### config.mk
export PLATFORM = sky130hd
export DESIGN_NAME = stepper_move_sequencer
export DESIGN_NICKNAME = d
export VERILOG_FILES = /design/src/pkg/stepper_move_pkg.sv /design/src/logic/stepper_move_sequencer.sv
export SDC_FILE = /design/constraint.sdc
export NUM_CORES = 2
export LEC_CHECK = 0
export BUFFER_PORTS_ARGS = -buffer_cell sky130_fd_sc_hd__buf_4
export CAP_MARGIN = 5
export CORE_MARGIN = 4
export CORE_UTILIZATION = 30
export CTS_CLUSTER_DIAMETER = 120
export DETAILED_ROUTE_END_ITERATION = 10
export PLACE_DENSITY_LB_ADDON = 0.1
export SLEW_MARGIN = 20
export SYNTH_ARGS = -nofsm -noshare
export SYNTH_HDL_FRONTEND = slang
export SYNTH_SLANG_ARGS = --single-unit
### constraint.sdc
create_clock -name core_clk_i -period 5 [get_ports core_clk_i]
set_input_delay 0.75 -clock core_clk_i [delete_from_list [all_inputs] [get_ports core_clk_i]]
set_output_delay 0.75 -clock core_clk_i [all_outputs]
set_load 0.02 [all_outputs]
### src/pkg/stepper_move_pkg.sv
/*
  Shared constants and types of the stepper move sequencer: register
  offsets, control bit positions, reset values, timing counts, state codes.
  Assumes a 200 MHz core clock and a 32-bit Avalon-MM register bus.
*/
package stepper_move_pkg;

  // clock and rate tick timing
  localparam int unsigned CLK_MHZ      = 200;
  localparam int unsigned RATE_TICK_NS = 10000;
  localparam int unsigned RATE_DIV_CYC = RATE_TICK_NS * CLK_MHZ / 1000;

  // register byte offsets
  localparam logic [5:0] OFS_CTRL  = 6'h00;
  localparam logic [5:0] OFS_SPEED = 6'h04;
  localparam logic [5:0] OFS_RAMP  = 6'h08;
  localparam logic [5:0] OFS_TGT   = 6'h0c;
  localparam logic [5:0] OFS_MIND  = 6'h10;
  localparam logic [5:0] OFS_TRAIL = 6'h14;
  localparam logic [5:0] OFS_DWELL = 6'h18;
  localparam logic [5:0] OFS_SEG   = 6'h1c;
  localparam logic [5:0] OFS_STAT  = 6'h20;
  localparam logic [5:0] OFS_POS   = 6'h24;
  localparam logic [5:0] OFS_ENC   = 6'h28;

  // control register bit positions
  localparam int unsigned C_REG_POS  = 0;
  localparam int unsigned C_REG_NEG  = 1;
  localparam int unsigned C_ENC_GO   = 2;
  localparam int unsigned C_ENC_ABS  = 3;
  localparam int unsigned C_ASM_GO   = 4;
  localparam int unsigned C_ASM_DWL  = 5;
  localparam int unsigned C_DIR_CW   = 6;
  localparam int unsigned C_DIR_CCW  = 7;
  localparam int unsigned C_HOLD     = 8;
  localparam int unsigned C_RESUME   = 9;
  localparam int unsigned C_IMM_STOP = 10;
  localparam int unsigned C_RST_ERR  = 11;
  localparam int unsigned C_PROG     = 12;
  localparam int unsigned C_SEG_VAL  = 13;
  localparam int unsigned C_ENC_MODE = 14;

  // reset values
  localparam logic [15:0] CTRL_RST  = 16'h0000;
  localparam logic [31:0] SPEED_RST = 32'h0100_0010;
  localparam logic [15:0] RAMP_RST  = 16'h0101;
  localparam logic [23:0] ZERO24    = 24'h000000;

  typedef enum logic [4:0] {
    ST_IDLE  = 5'b00001,
    ST_RUN   = 5'b00010,
    ST_STOP  = 5'b00100,
    ST_DWELL = 5'b01000,
    ST_HELD  = 5'b10000
  } state_t;

  typedef enum logic [1:0] {
    K_REG   = 2'h0,
    K_ENC   = 2'h1,
    K_BLEND = 2'h2,
    K_DWELL = 2'h3
  } kind_t;

  typedef struct packed {
    state_t      st;
    kind_t       kind;
    logic        dir;      // 1 = clockwise
    logic [15:0] spd;
    logic [15:0] tspd;
    logic [7:0]  acc;
    logic [7:0]  dec;
    logic [23:0] phase;
    logic [23:0] left;
    logic [23:0] ramp;
    logic [23:0] minl;
    logic        end_cnt;  // stop ends when left reaches zero
    logic        to_hold;  // stop ends in the held state
    logic        pend;     // registration stop pending
    logic [3:0]  seg;
    logic [15:0] dwl;
    logic [23:0] enc_t;
    logic [23:0] pos;
    logic        lock_cw;
    logic        lock_ccw;
    logic        err;
  } mv_t;

endpackage : stepper_move_pkg

### src/logic/stepper_move_sequencer.sv
/*
  Move-profile sequencer for a stepper indexer: registration, encoder,
  blend and dwell moves, segment loading handshake, Avalon-MM registers.
  Assumes pins are asynchronous to core_clk_i and a single 200 MHz clock.
*/
// What this block does
// - registration move steps in commanded direction while its command bit stays set.
// - controlled stop of registration move emits programmed trailing steps, relative.
// - trailing count shorter than ramp: decelerate, then halt abruptly at the count.
// - opposite limit switch is ignored during a registration move.
// - stops ignored until minimum distance stepped; stop condition is level sampled.
// - registration stops on command bit low or stop input rising edge.
// - hold on registration decelerates without trailing steps, no held state.
// - immediate stop on command bit rising or emergency input rising.
// - limit in travel direction stops at once and locks that way until error reset.
// - start allowed with active limit when moving away from it.
// - start with stop input active gives minimum distance plus trailing steps.
// - encoder mode runs moves from encoder position, absolute or relative.
// - relative encoder move needs no preset or homing.
// - encoder move starts decelerating when programmed encoder position is reached.
// - hold on encoder move decelerates into held state; resume or new move follows.
// - new single move refused until the running one completes or stops.
// - assembled move has two to sixteen loaded relative segments, one start command.
// - blend move runs segments back to back in one direction without halting.
// - dwell move halts for dwell time between segments; direction may reverse.
// - blend uses segment magnitudes only; direction from the two start bits.
// - blend speeds at least start speed, distinct; new accel up, old decel down.
// - stored segments kept until reprogrammed, so a move can rerun many times.
// - segment handshake: request, host valid, request clears, valid drops, next request.
`timescale 1ns/1ps
module stepper_move_sequencer
  import stepper_move_pkg::*;
#(
  parameter int unsigned RATE_DIV = RATE_DIV_CYC,
  parameter int unsigned SEG_MAX  = 16,
  parameter int unsigned SEG_MIN  = 2
)
(
  input  wire logic        core_clk_i,
  input  wire logic        reset_i,
  input  wire logic [5:0]  avs_address_i,
  input  wire logic        avs_read_i,
  input  wire logic        avs_write_i,
  input  wire logic [31:0] avs_writedata_i,
  input  wire logic [3:0]  avs_byteenable_i,
  output logic      [31:0] avs_readdata_o,
  output logic             avs_waitrequest_o,
  input  wire logic        stop_in_i,
  input  wire logic        estop_i,
  input  wire logic        cw_limit_i,
  input  wire logic        ccw_limit_i,
  input  wire logic        enc_a_i,
  input  wire logic        enc_b_i,
  output logic             step_o,
  output logic             dir_o,
  output logic             busy_o
);

  // elaboration checks on parameters
  if (SEG_MAX > 16 || SEG_MIN < 2 || SEG_MIN > SEG_MAX || RATE_DIV < 1)
  begin : g_bad_param
    $error("stepper_move_sequencer: unsupported parameter values");
  end

  logic [15:0] ctrl, next_ctrl, ctrl_d;
  logic [31:0] speed_r, next_speed_r;
  logic [15:0] ramp_r, next_ramp_r, dwell_r, next_dwell_r;
  logic [23:0] tgt_r, next_tgt_r, mind_r, next_mind_r, trail_r, next_trail_r;
  logic [31:0] seg_r, next_seg_r, next_readdata;
  logic        next_waitrequest, wr_ok;
  logic [5:0]  in_s1, in_s2, in_s3;
  logic [23:0] enc_pos, next_enc_pos;
  logic [15:0] rate_cnt, next_rate_cnt;
  logic        tick;
  mv_t         mv, n;
  logic        step_ev;
  logic [24:0] phase_sum;
  logic        prog_mode, next_prog_mode, seg_req, next_seg_req, seg_bad, next_seg_bad;
  logic [4:0]  seg_cnt, next_seg_cnt;
  logic        seg_we, seg_err_ev;
  logic signed [15:0] seg_tgt [SEG_MAX];
  logic [15:0] seg_spd [SEG_MAX];
  logic [15:0] seg_ramp [SEG_MAX];

  // byte-lane merge for partial writes
  function automatic logic [31:0] merge(input logic [31:0] old, input logic [31:0] nw,
                                        input logic [3:0] be);
    logic [31:0] r;
    r = old;
    for (int i = 0; i < 4; i++)
    begin
      if (be[i]) r[8*i +: 8] = nw[8*i +: 8];
    end
    return r;
  endfunction : merge

  // bus slave: one wait cycle, then the access completes
  always_comb
  begin
    next_waitrequest = !((avs_read_i || avs_write_i) && avs_waitrequest_o);
    wr_ok        = avs_write_i && !avs_waitrequest_o;
    next_ctrl    = ctrl;
    next_speed_r = speed_r;
    next_ramp_r  = ramp_r;
    next_tgt_r   = tgt_r;
    next_mind_r  = mind_r;
    next_trail_r = trail_r;
    next_dwell_r = dwell_r;
    next_seg_r   = seg_r;
    if (wr_ok)
    begin
      unique case (avs_address_i)
        OFS_CTRL:  next_ctrl    = 16'(merge({16'h0, ctrl}, avs_writedata_i, avs_byteenable_i));
        OFS_SPEED: next_speed_r = merge(speed_r, avs_writedata_i, avs_byteenable_i);
        OFS_RAMP:  next_ramp_r  = 16'(merge({16'h0, ramp_r}, avs_writedata_i, avs_byteenable_i));
        OFS_TGT:   next_tgt_r   = 24'(merge({8'h0, tgt_r}, avs_writedata_i, avs_byteenable_i));
        OFS_MIND:  next_mind_r  = 24'(merge({8'h0, mind_r}, avs_writedata_i, avs_byteenable_i));
        OFS_TRAIL: next_trail_r = 24'(merge({8'h0, trail_r}, avs_writedata_i, avs_byteenable_i));
        OFS_DWELL: next_dwell_r = 16'(merge({16'h0, dwell_r}, avs_writedata_i, avs_byteenable_i));
        OFS_SEG:   next_seg_r   = merge(seg_r, avs_writedata_i, avs_byteenable_i);
        default:   next_seg_r   = seg_r;  // unmapped writes are dropped
      endcase
    end
    next_readdata = 32'h0000_0000;  // unmapped reads return zero
    if (avs_read_i && avs_waitrequest_o)
    begin
      unique case (avs_address_i)
        OFS_CTRL:  next_readdata = {16'h0000, ctrl};
        OFS_SPEED: next_readdata = speed_r;
        OFS_RAMP:  next_readdata = {16'h0000, ramp_r};
        OFS_TGT:   next_readdata = {8'h00, tgt_r};
        OFS_MIND:  next_readdata = {8'h00, mind_r};
        OFS_TRAIL: next_readdata = {8'h00, trail_r};
        OFS_DWELL: next_readdata = {16'h0000, dwell_r};
        OFS_SEG:   next_readdata = seg_r;
        OFS_STAT:  next_readdata = {9'h000, seg_cnt, mv.seg, seg_bad, seg_req, prog_mode,
                                    mv.lock_ccw, mv.lock_cw, mv.err, mv.dir, mv.kind, mv.st};
        OFS_POS:   next_readdata = {8'h00, mv.pos};
        OFS_ENC:   next_readdata = {8'h00, enc_pos};
        default:   next_readdata = 32'h0000_0000;
      endcase
    end
  end

  always_ff @(posedge core_clk_i)
  begin
    if (reset_i)
    begin
      avs_waitrequest_o <= 1'b1;
      avs_readdata_o    <= 32'h0000_0000;
      ctrl    <= CTRL_RST;
      speed_r <= SPEED_RST;
      ramp_r  <= RAMP_RST;
      tgt_r   <= ZERO24;
      mind_r  <= ZERO24;
      trail_r <= ZERO24;
      dwell_r <= 16'h0000;
      seg_r   <= 32'h0000_0000;
    end
    else
    begin
      avs_waitrequest_o <= next_waitrequest;
      avs_readdata_o    <= next_readdata;
      ctrl    <= next_ctrl;
      speed_r <= next_speed_r;
      ramp_r  <= next_ramp_r;
      tgt_r   <= next_tgt_r;
      mind_r  <= next_mind_r;
      trail_r <= next_trail_r;
      dwell_r <= next_dwell_r;
      seg_r   <= next_seg_r;
    end
  end

  // pins: bit 0 stop, 1 estop, 2 cw limit, 3 ccw limit, 4 enc a, 5 enc b
  wire logic stop_rise = in_s2[0] && !in_s3[0];
  wire logic estop_rise = in_s2[1] && !in_s3[1];
  wire logic [15:0] rise = ctrl & ~ctrl_d;

  // quadrature decode; both phases changing at once is dropped as noise
  always_comb
  begin
    next_enc_pos = enc_pos;
    if ((in_s2[4] ^ in_s3[4]) != (in_s2[5] ^ in_s3[5]))
    begin
      if (in_s2[4] ^ in_s3[5]) next_enc_pos = enc_pos + 24'h000001;
      else next_enc_pos = enc_pos - 24'h000001;
    end
    next_rate_cnt = (rate_cnt == 16'(RATE_DIV - 1)) ? 16'h0000 : rate_cnt + 16'h0001;
  end

  assign tick = (rate_cnt == 16'h0000);

  always_ff @(posedge core_clk_i)
  begin
    if (reset_i)
    begin
      in_s1    <= 6'h00;
      in_s2    <= 6'h00;
      in_s3    <= 6'h00;
      ctrl_d   <= CTRL_RST;
      enc_pos  <= ZERO24;
      rate_cnt <= 16'h0000;
    end
    else
    begin
      in_s1    <= {enc_b_i, enc_a_i, ccw_limit_i, cw_limit_i, estop_i, stop_in_i};
      in_s2    <= in_s1;
      in_s3    <= in_s2;
      ctrl_d   <= ctrl;
      enc_pos  <= next_enc_pos;
      rate_cnt <= next_rate_cnt;
    end
  end

  // segment loading handshake and speed checks
  wire logic [15:0] sp_new = seg_r[31:16];
  wire logic [3:0]  wr_idx = seg_cnt[3:0];
  wire logic [3:0]  prv_idx = wr_idx - 4'h1;
  always_comb
  begin
    next_prog_mode = prog_mode;
    next_seg_req   = seg_req;
    next_seg_cnt   = seg_cnt;
    next_seg_bad   = seg_bad;
    seg_we         = 1'b0;
    seg_err_ev     = 1'b0;
    if (rise[C_PROG])
    begin
      next_prog_mode = 1'b1;
      next_seg_req   = 1'b1;
      next_seg_cnt   = 5'h00;
      next_seg_bad   = 1'b0;
    end
    else if (prog_mode && !ctrl[C_PROG])
    begin
      next_prog_mode = 1'b0;
      next_seg_req   = 1'b0;
    end
    else if (prog_mode && seg_req && ctrl[C_SEG_VAL])
    begin
      next_seg_req = 1'b0;
      if (seg_cnt < 5'(SEG_MAX))
      begin
        seg_we       = 1'b1;
        next_seg_cnt = seg_cnt + 5'h01;
        if (sp_new < speed_r[15:0] || (seg_cnt != 5'h00 && sp_new == seg_spd[prv_idx]))
        begin
          next_seg_bad = 1'b1;
          seg_err_ev   = 1'b1;
        end
      end
      else seg_err_ev = 1'b1;  // too many segments
    end
    else if (prog_mode && !seg_req && !ctrl[C_SEG_VAL] && seg_cnt < 5'(SEG_MAX))
      next_seg_req = 1'b1;
  end

  always_ff @(posedge core_clk_i)
  begin
    if (reset_i)
    begin
      prog_mode <= 1'b0;
      seg_req   <= 1'b0;
      seg_cnt   <= 5'h00;
      seg_bad   <= 1'b0;
    end
    else
    begin
      prog_mode <= next_prog_mode;
      seg_req   <= next_seg_req;
      seg_cnt   <= next_seg_cnt;
      seg_bad   <= next_seg_bad;
    end
    if (seg_we)
    begin
      seg_tgt[wr_idx]  <= $signed(seg_r[15:0]);
      seg_spd[wr_idx]  <= sp_new;
      seg_ramp[wr_idx] <= ramp_r;
    end
  end

  // motion helpers
  wire logic [15:0] st_spd = speed_r[15:0];
  wire logic cw_l = in_s2[2];
  wire logic ccw_l = in_s2[3];
  wire logic moving = (mv.st == ST_RUN) || (mv.st == ST_STOP);
  wire logic lim_fwd = mv.dir ? cw_l : ccw_l;
  wire logic [16:0] dn_thr = {1'b0, st_spd} + {9'h000, mv.dec};
  wire logic [15:0] spd_dn = ({1'b0, mv.spd} > dn_thr) ? mv.spd - {8'h00, mv.dec} : st_spd;
  wire logic last_seg = ({1'b0, mv.seg} == seg_cnt - 5'h01);
  wire logic [3:0] nx = mv.seg + 4'h1;
  wire logic signed [15:0] nx_t = seg_tgt[nx];
  wire logic signed [15:0] s0_t = seg_tgt[0];
  wire logic [15:0] nx_mag = nx_t[15] ? 16'(-nx_t) : nx_t;
  wire logic [15:0] s0_mag = s0_t[15] ? 16'(-s0_t) : s0_t;
  wire logic enc_hit = mv.dir ? ($signed(enc_pos) >= $signed(mv.enc_t))
                              : ($signed(enc_pos) <= $signed(mv.enc_t));
  wire logic busy_mv = (mv.st != ST_IDLE) && (mv.st != ST_HELD);
  wire logic go_reg = rise[C_REG_POS] || rise[C_REG_NEG];
  wire logic go_any = go_reg || rise[C_ENC_GO] || rise[C_ASM_GO];
  wire logic asm_dir_ok = ctrl[C_DIR_CW] ^ ctrl[C_DIR_CCW];
  wire logic [23:0] enc_dest = ctrl[C_ENC_ABS] ? tgt_r : enc_pos + tgt_r;
  logic go_dir;

  // start direction of the requested move
  always_comb
  begin
    if (go_reg) go_dir = rise[C_REG_POS];
    else if (rise[C_ENC_GO]) go_dir = !($signed(enc_dest) < $signed(enc_pos));
    else if (ctrl[C_ASM_DWL]) go_dir = !s0_t[15];
    else go_dir = ctrl[C_DIR_CW];
  end

  wire logic go_block = go_dir ? (cw_l || mv.lock_cw) : (ccw_l || mv.lock_ccw);

  // main motion sequencer
  always_comb
  begin
    n         = mv;
    phase_sum = {1'b0, mv.phase} + {9'h000, mv.spd};
    step_ev   = moving && phase_sum[24];
    if (moving) n.phase = phase_sum[23:0];
    if (step_ev)
    begin
      n.pos = mv.dir ? mv.pos + 24'h000001 : mv.pos - 24'h000001;
      if (mv.left != ZERO24) n.left = mv.left - 24'h000001;
      if (mv.minl != ZERO24) n.minl = mv.minl - 24'h000001;
      if (mv.st == ST_RUN && mv.spd < mv.tspd) n.ramp = mv.ramp + 24'h000001;
    end
    // speed ramp once per rate tick; only the stop ramp is floored at start speed
    if (tick && mv.st == ST_RUN)
    begin
      if (mv.spd < mv.tspd)
        n.spd = (17'(mv.spd) + 17'(mv.acc) < 17'(mv.tspd)) ? mv.spd + 16'(mv.acc) : mv.tspd;
      else if (mv.spd > mv.tspd)
        n.spd = (mv.spd > mv.tspd + 16'(mv.dec)) ? mv.spd - 16'(mv.dec) : mv.tspd;
      else if (mv.kind == K_BLEND) n.dec = seg_ramp[mv.seg][15:8];
    end
    if (tick && mv.st == ST_STOP) n.spd = spd_dn;
    if (mv.st == ST_RUN && mv.kind == K_REG && stop_rise) n.pend = 1'b1;
    if (mv.st == ST_DWELL && tick && mv.dwl != 16'h0000) n.dwl = mv.dwl - 16'h0001;

    unique case (mv.st)
      ST_RUN:
      begin
        if (rise[C_HOLD])
        begin
          n.st = ST_STOP;
          n.end_cnt = 1'b0;
          n.to_hold = (mv.kind == K_ENC);
        end
        else if (mv.kind == K_REG)
        begin
          // level sampled after the minimum distance
          if (mv.minl == ZERO24 && (mv.pend || !ctrl[mv.dir ? C_REG_POS : C_REG_NEG]))
          begin
            n.st = ST_STOP;
            n.end_cnt = 1'b1;
            n.left = trail_r;
          end
        end
        else if (mv.kind == K_ENC)
        begin
          if (enc_hit) n.st = ST_STOP;
        end
        else if (mv.left == ZERO24 && mv.kind == K_BLEND && !last_seg)
        begin
          // next blend segment without stopping the shaft
          n.seg  = nx;
          n.left = {8'h00, nx_mag};
          n.tspd = seg_spd[nx];
          if (seg_spd[nx] > mv.tspd) n.acc = seg_ramp[nx][7:0];
        end
        else if (mv.left <= mv.ramp && (mv.kind == K_DWELL || last_seg))
        begin
          n.st = ST_STOP;
          n.end_cnt = 1'b1;
        end
      end
      ST_STOP:
      begin
        if (mv.end_cnt ? (mv.left == ZERO24) : (mv.spd == st_spd))
        begin
          // trailing count may end before the ramp does: halt there
          n.st = ST_IDLE;
          if (mv.to_hold) n.st = ST_HELD;
          else if (mv.end_cnt && mv.kind == K_DWELL && !last_seg)
          begin
            n.st  = ST_DWELL;
            n.dwl = dwell_r;
          end
        end
      end
      ST_DWELL:
      begin
        if (mv.dwl == 16'h0000)
        begin
          n.st   = ST_RUN;
          n.seg  = nx;
          n.dir  = !nx_t[15];
          n.left = {8'h00, nx_mag};
          n.tspd = seg_spd[nx];
          n.spd  = st_spd;
          n.acc  = seg_ramp[nx][7:0];
          n.dec  = seg_ramp[nx][15:8];
          n.ramp = ZERO24;
        end
      end
      ST_HELD:
      begin
        if (rise[C_RESUME])
        begin
          n.st = ST_RUN;
          n.tspd = speed_r[31:16];
          n.acc = ramp_r[7:0];
          n.dec = ramp_r[15:8];
          n.to_hold = 1'b0;
        end
      end
      ST_IDLE: n.st = ST_IDLE;
    endcase

    // error reset clears first, so a new error in the same cycle wins
    if (rise[C_RST_ERR])
    begin
      n.err = 1'b0;
      n.lock_cw = 1'b0;
      n.lock_ccw = 1'b0;
    end
    // move start; a held encoder move may be abandoned
    if (go_any)
    begin
      if (busy_mv || go_block) n.err = 1'b1;
      else if (rise[C_ENC_GO] && !ctrl[C_ENC_MODE]) n.err = 1'b1;
      else if (rise[C_ASM_GO] && (seg_cnt < 5'(SEG_MIN) || prog_mode
               || (!ctrl[C_ASM_DWL] && (seg_bad || !asm_dir_ok)))) n.err = 1'b1;
      else
      begin
        n.st = ST_RUN;
        n.dir = go_dir;
        n.spd = st_spd;
        n.tspd = speed_r[31:16];
        n.acc = ramp_r[7:0];
        n.dec = ramp_r[15:8];
        n.phase = ZERO24;
        n.ramp = ZERO24;
        n.left = ZERO24;
        n.minl = mind_r;
        n.end_cnt = 1'b0;
        n.to_hold = 1'b0;
        n.pend = in_s2[0];
        n.seg = 4'h0;
        n.kind = K_REG;
        if (rise[C_ENC_GO])
        begin
          n.kind = K_ENC;
          n.enc_t = enc_dest;
        end
        else if (rise[C_ASM_GO])
        begin
          n.kind = ctrl[C_ASM_DWL] ? K_DWELL : K_BLEND;
          n.left = {8'h00, s0_mag};
          n.tspd = seg_spd[0];
          n.acc = seg_ramp[0][7:0];
          n.dec = seg_ramp[0][15:8];
        end
      end
    end

    // immediate stops override everything; only the forward limit counts
    if (moving && lim_fwd)
    begin
      n.st = ST_IDLE;
      if (mv.dir) n.lock_cw = 1'b1;
      else n.lock_ccw = 1'b1;
    end
    if (rise[C_IMM_STOP] || estop_rise) n.st = ST_IDLE;
    if (seg_err_ev) n.err = 1'b1;
    if (moving && lim_fwd) n.lock_cw = mv.dir || n.lock_cw;
    if (moving && lim_fwd) n.lock_ccw = !mv.dir || n.lock_ccw;
  end

  always_ff @(posedge core_clk_i)
  begin
    if (reset_i)
    begin
      mv     <= '{st: ST_IDLE, kind: K_REG, default: '0};
      step_o <= 1'b0;
      busy_o <= 1'b0;
    end
    else
    begin
      mv     <= n;
      step_o <= step_ev;
      busy_o <= (n.st != ST_IDLE);
    end
  end

  assign dir_o = mv.dir;

endmodule : stepper_move_sequencer

==> results.md <==
* Status: finished with violations
* Failing checks: DRC, setup timing
* Async S/R FF share, synth at 0
* Worst path slowest cell: fa_2
* Clk buf depth at 3
* Switching part of the total power at 0.250
* Crit path kind: reg2reg
* Synth area leader: edfxtp_1
* Post-DP HPWL at 185 mm
* Critical R2R Launch: tgt_r[1]
* Final core utilization at 0.367
* Worst EP arrival at 5.89 ns
* Reg2reg path depth at 27
* Simple logic cell fraction of the synthesized area at 0.115
* P_int at 18.9 mW
* Vias at 50,100
* Leak Pwr at 28.1 nW
* Crit path buffers/inverters at 7
* Post-synthesis net count at 6,081
* Setup ws final at -0.168 ns
* Worst-Margin Slew at 1.22 ns
* Max-Cap Viols at 0
* Total gr overflow at 0
* Die area at 229,000 um2
* Xor-xnor portion of the synthesized cell area at 0.0388
* DR vias/cell at 5.42
* Tmin final at 5.17 ns
* Post-synth top area share at 0.348
* Area of the multi-input gates at 32,400 um2
* All-Layer GR Usage at 0.221
* WP depth at 27
* Layout cells sized above 1 at 0.230
* DRT iter0 DRCs at 5,096
* Hold Path Class: in2reg
* GP Congestion at 0.924
* Clock skew at 0.0405 ns
* Mean Syn Cell Area at 11.6 um2
* IO Pins at 88
* CTS tree: built
* Critical Path Sink: mv[193]
* DRC viols at 1
* Core footprint at 220,000 um2
* Maximum fanout along the worst path at 17
* Worst path top cell family by delay: compound AO/OA/AOI/OAI gates
* Final instance area at 80,700 um2
* Clock share of power at 0.459
* Hold Path Stages at 2
* Dominant synthesized flop cell: edfxtp_1
* Yosys warning count at 0
* Starting Density at 0.302
* Worst EP required at 5.73 ns
* Global-route wire length before repair at 369 mm
* Largest family of logic cells by synthesized area: multiplexers
* Power Dens Cells at 312 nW/um2
* Synth-to-Final Area Change at 21.6%
* VDD IR max at 0.238 mV
* Worst Setup End Kind: flip-flop
* Slew Limit Headroom at 0.186
* Complex-gate fraction of the synthesized area at 0.116
* RR Endpoint: mv[193]
* Commonest cells in the netlist: edfxtp_1, nand2_1, dfxtp_1, nor2_1, a21oi_1
* Startpoint Class: flip-flop
* Mapped Area at 66,300 um2
* Worst-path clk slew at 0.06 ns
* # rows at 172
* Final period utilization at 1.03
* # fillers at 21,400
* FF/Latch Area at 33,400 um2
* Crit-path max cell delay at 0.38 ns
* # setup viols final at 116
* Clk sinks at 1,286
* PnR Total Power at 25.2 mW
* Yosys reg bits at 1,286
* Ranking of synthesized cells by area: edfxtp_1, dfxtp_1, mux4_2, ha_1, nand2_1
* R2R setup slack at -0.17 ns
* Initial antenna violation count at 14
* Largest net degree at the start of global routing at 150
* Fin nets at 6,513
* Dpl cell area at 73,300 um2
* Die height at 478 um
* Routed WL at 261 mm
* Wirelength per Cell at 28.2 um
* Achievable frequency at 194 MHz
* Port buffer count at 87
* CP Launch Point: tgt_r[1]
* Final Max Tran Viols at 0
* Total CTS buffers at 154
* Comb power frac at 0.096
* Adder-cell share of the synthesized area at 0.0583
* Worst-Skew Late Latency at 0.83 ns
* Synthesized instance count at 5,725
* Htree depth at 4
* Sequential area share after synthesis at 0.504
* Post-route ant nets at 0
* RSZ-0062 raised after global routing: true
* Post-synth EDFFs at 768
* Die span in x at 478 um
* Sw power at 6.29 mW
* Cts hold-fix bufs at 0
* Post-synthesis mux area share at 0.139
* Vias in the first global route at 49,300
* Count leader, synth: edfxtp_1
* Final Hold Fails at 0
* CTS root buffer: clkbuf_16
* Fin Setup TNS at -7.31 ns
* Sequential power share at 0.445
* Drt first pass iters at 11
* Yosys cell types at 97
-- worst min path at each step --
stage / startpoint / endpoint
after floorplan: in_s1[0] / in_s2[0]
after global placement: in_s1[3] / in_s2[3]
after detailed placement: in_s1[2] / in_s2[2]
after CTS: avs_write_i / avs_waitrequest_o
after global routing: avs_write_i / avs_waitrequest_o
final: avs_write_i / avs_waitrequest_o
-- metal layers --
metal / up-vias / track usage / wire (um)
li1: 22500 / - / -
met2: 1659 / 0.355 / 120000
met5: - / 0 / 0
met3: 391 / 0.0311 / 14700
met1: 25600 / 0.307 / 116000
met4: 0 / 0.0728 / 9910
-- cells in the final DEF (no fill, tap or decap), types with 33 or more instances in the layout --
cell type and n:
a22oi_1 69, a211oi_1 86, nor2b_1 56, nor2_1 395, and3_1 34, xnor2_1 168, mux2i_1 123, edfxtp_1 768
nor2_4 58, nand2_1 695, nand3_1 76, o21ai_0 148, nor4_1 39, inv_1 190, a21oi_1 392, nand2b_1 39
a21oi_2 39, nand4_1 47, clkinv_2 33, ha_1 287, clkbuf_16 166, a21o_1 71, buf_12 45, dfxtp_1 510
xor2_1 119, buf_4 476, mux4_2 346, nor3_1 74
-- cell families after synthesis --
kind of cell	count (synthesis)
DFF	1286
adders and majority gates	304
xor gates and xnor gates	292
buffers and inverters	484
AOI/OAI and AO/OA	1188
and+or+nand+nor	1684
muxes	487
-- repair_timing --
item,in CTS,in global routing
endpoints found under the setup margin,185,172
buffers inserted,22,38
cloned,2,16
gates resized for setup,79,286
pin swaps,45,131
-- state kept, by name, summed over array words and instances, names as in the netlist, 32 cells and up --
register	flops
seg_ramp	256
avs_readdata_o	32
seg_spd	256
speed_r	32
seg_tgt	256
seg_r	32
mv	225
-- power by group through the flow --
stage | clock network [mW] | logic (mW) | registers [mW]
6_report | 11.6 | 2.42 | 11.2
5_1_grt | 12.3 | 2.62 | 11.2
4_1_cts | 11.9 | 2.26 | 11.2
3_5_place_dp | 0 | 2.16 | 11.4
3_3_place_gp | 0 | 2.16 | 11.4
2_1_floorplan | 0 | 1.22 | 11.4
-- area by class of cell --
cell class              count  share of cell area
repair buffers            569              0.0644
inverters                 191             0.00889
clock buffers             200              0.0522
diodes                      4            0.000124
well taps                2958              0.0459
flip-flops and latches   1286               0.415
clock inverters            82              0.0120
multi-input cells        3955               0.402
-- per-stage QoR --
stage               setup WS [ns]  hold slack [ns]  instances
global placement           -0.798            0.433       8889
finish                     -0.168            0.113       9245
global route               -0.299            0.103       9242
CTS                       -0.0483           0.0482       9194
floorplan                 -0.0323            0.414       5725
detailed placement         -0.754            0.433       8889
Note: power is estimated with default switching activity, not from simulation.
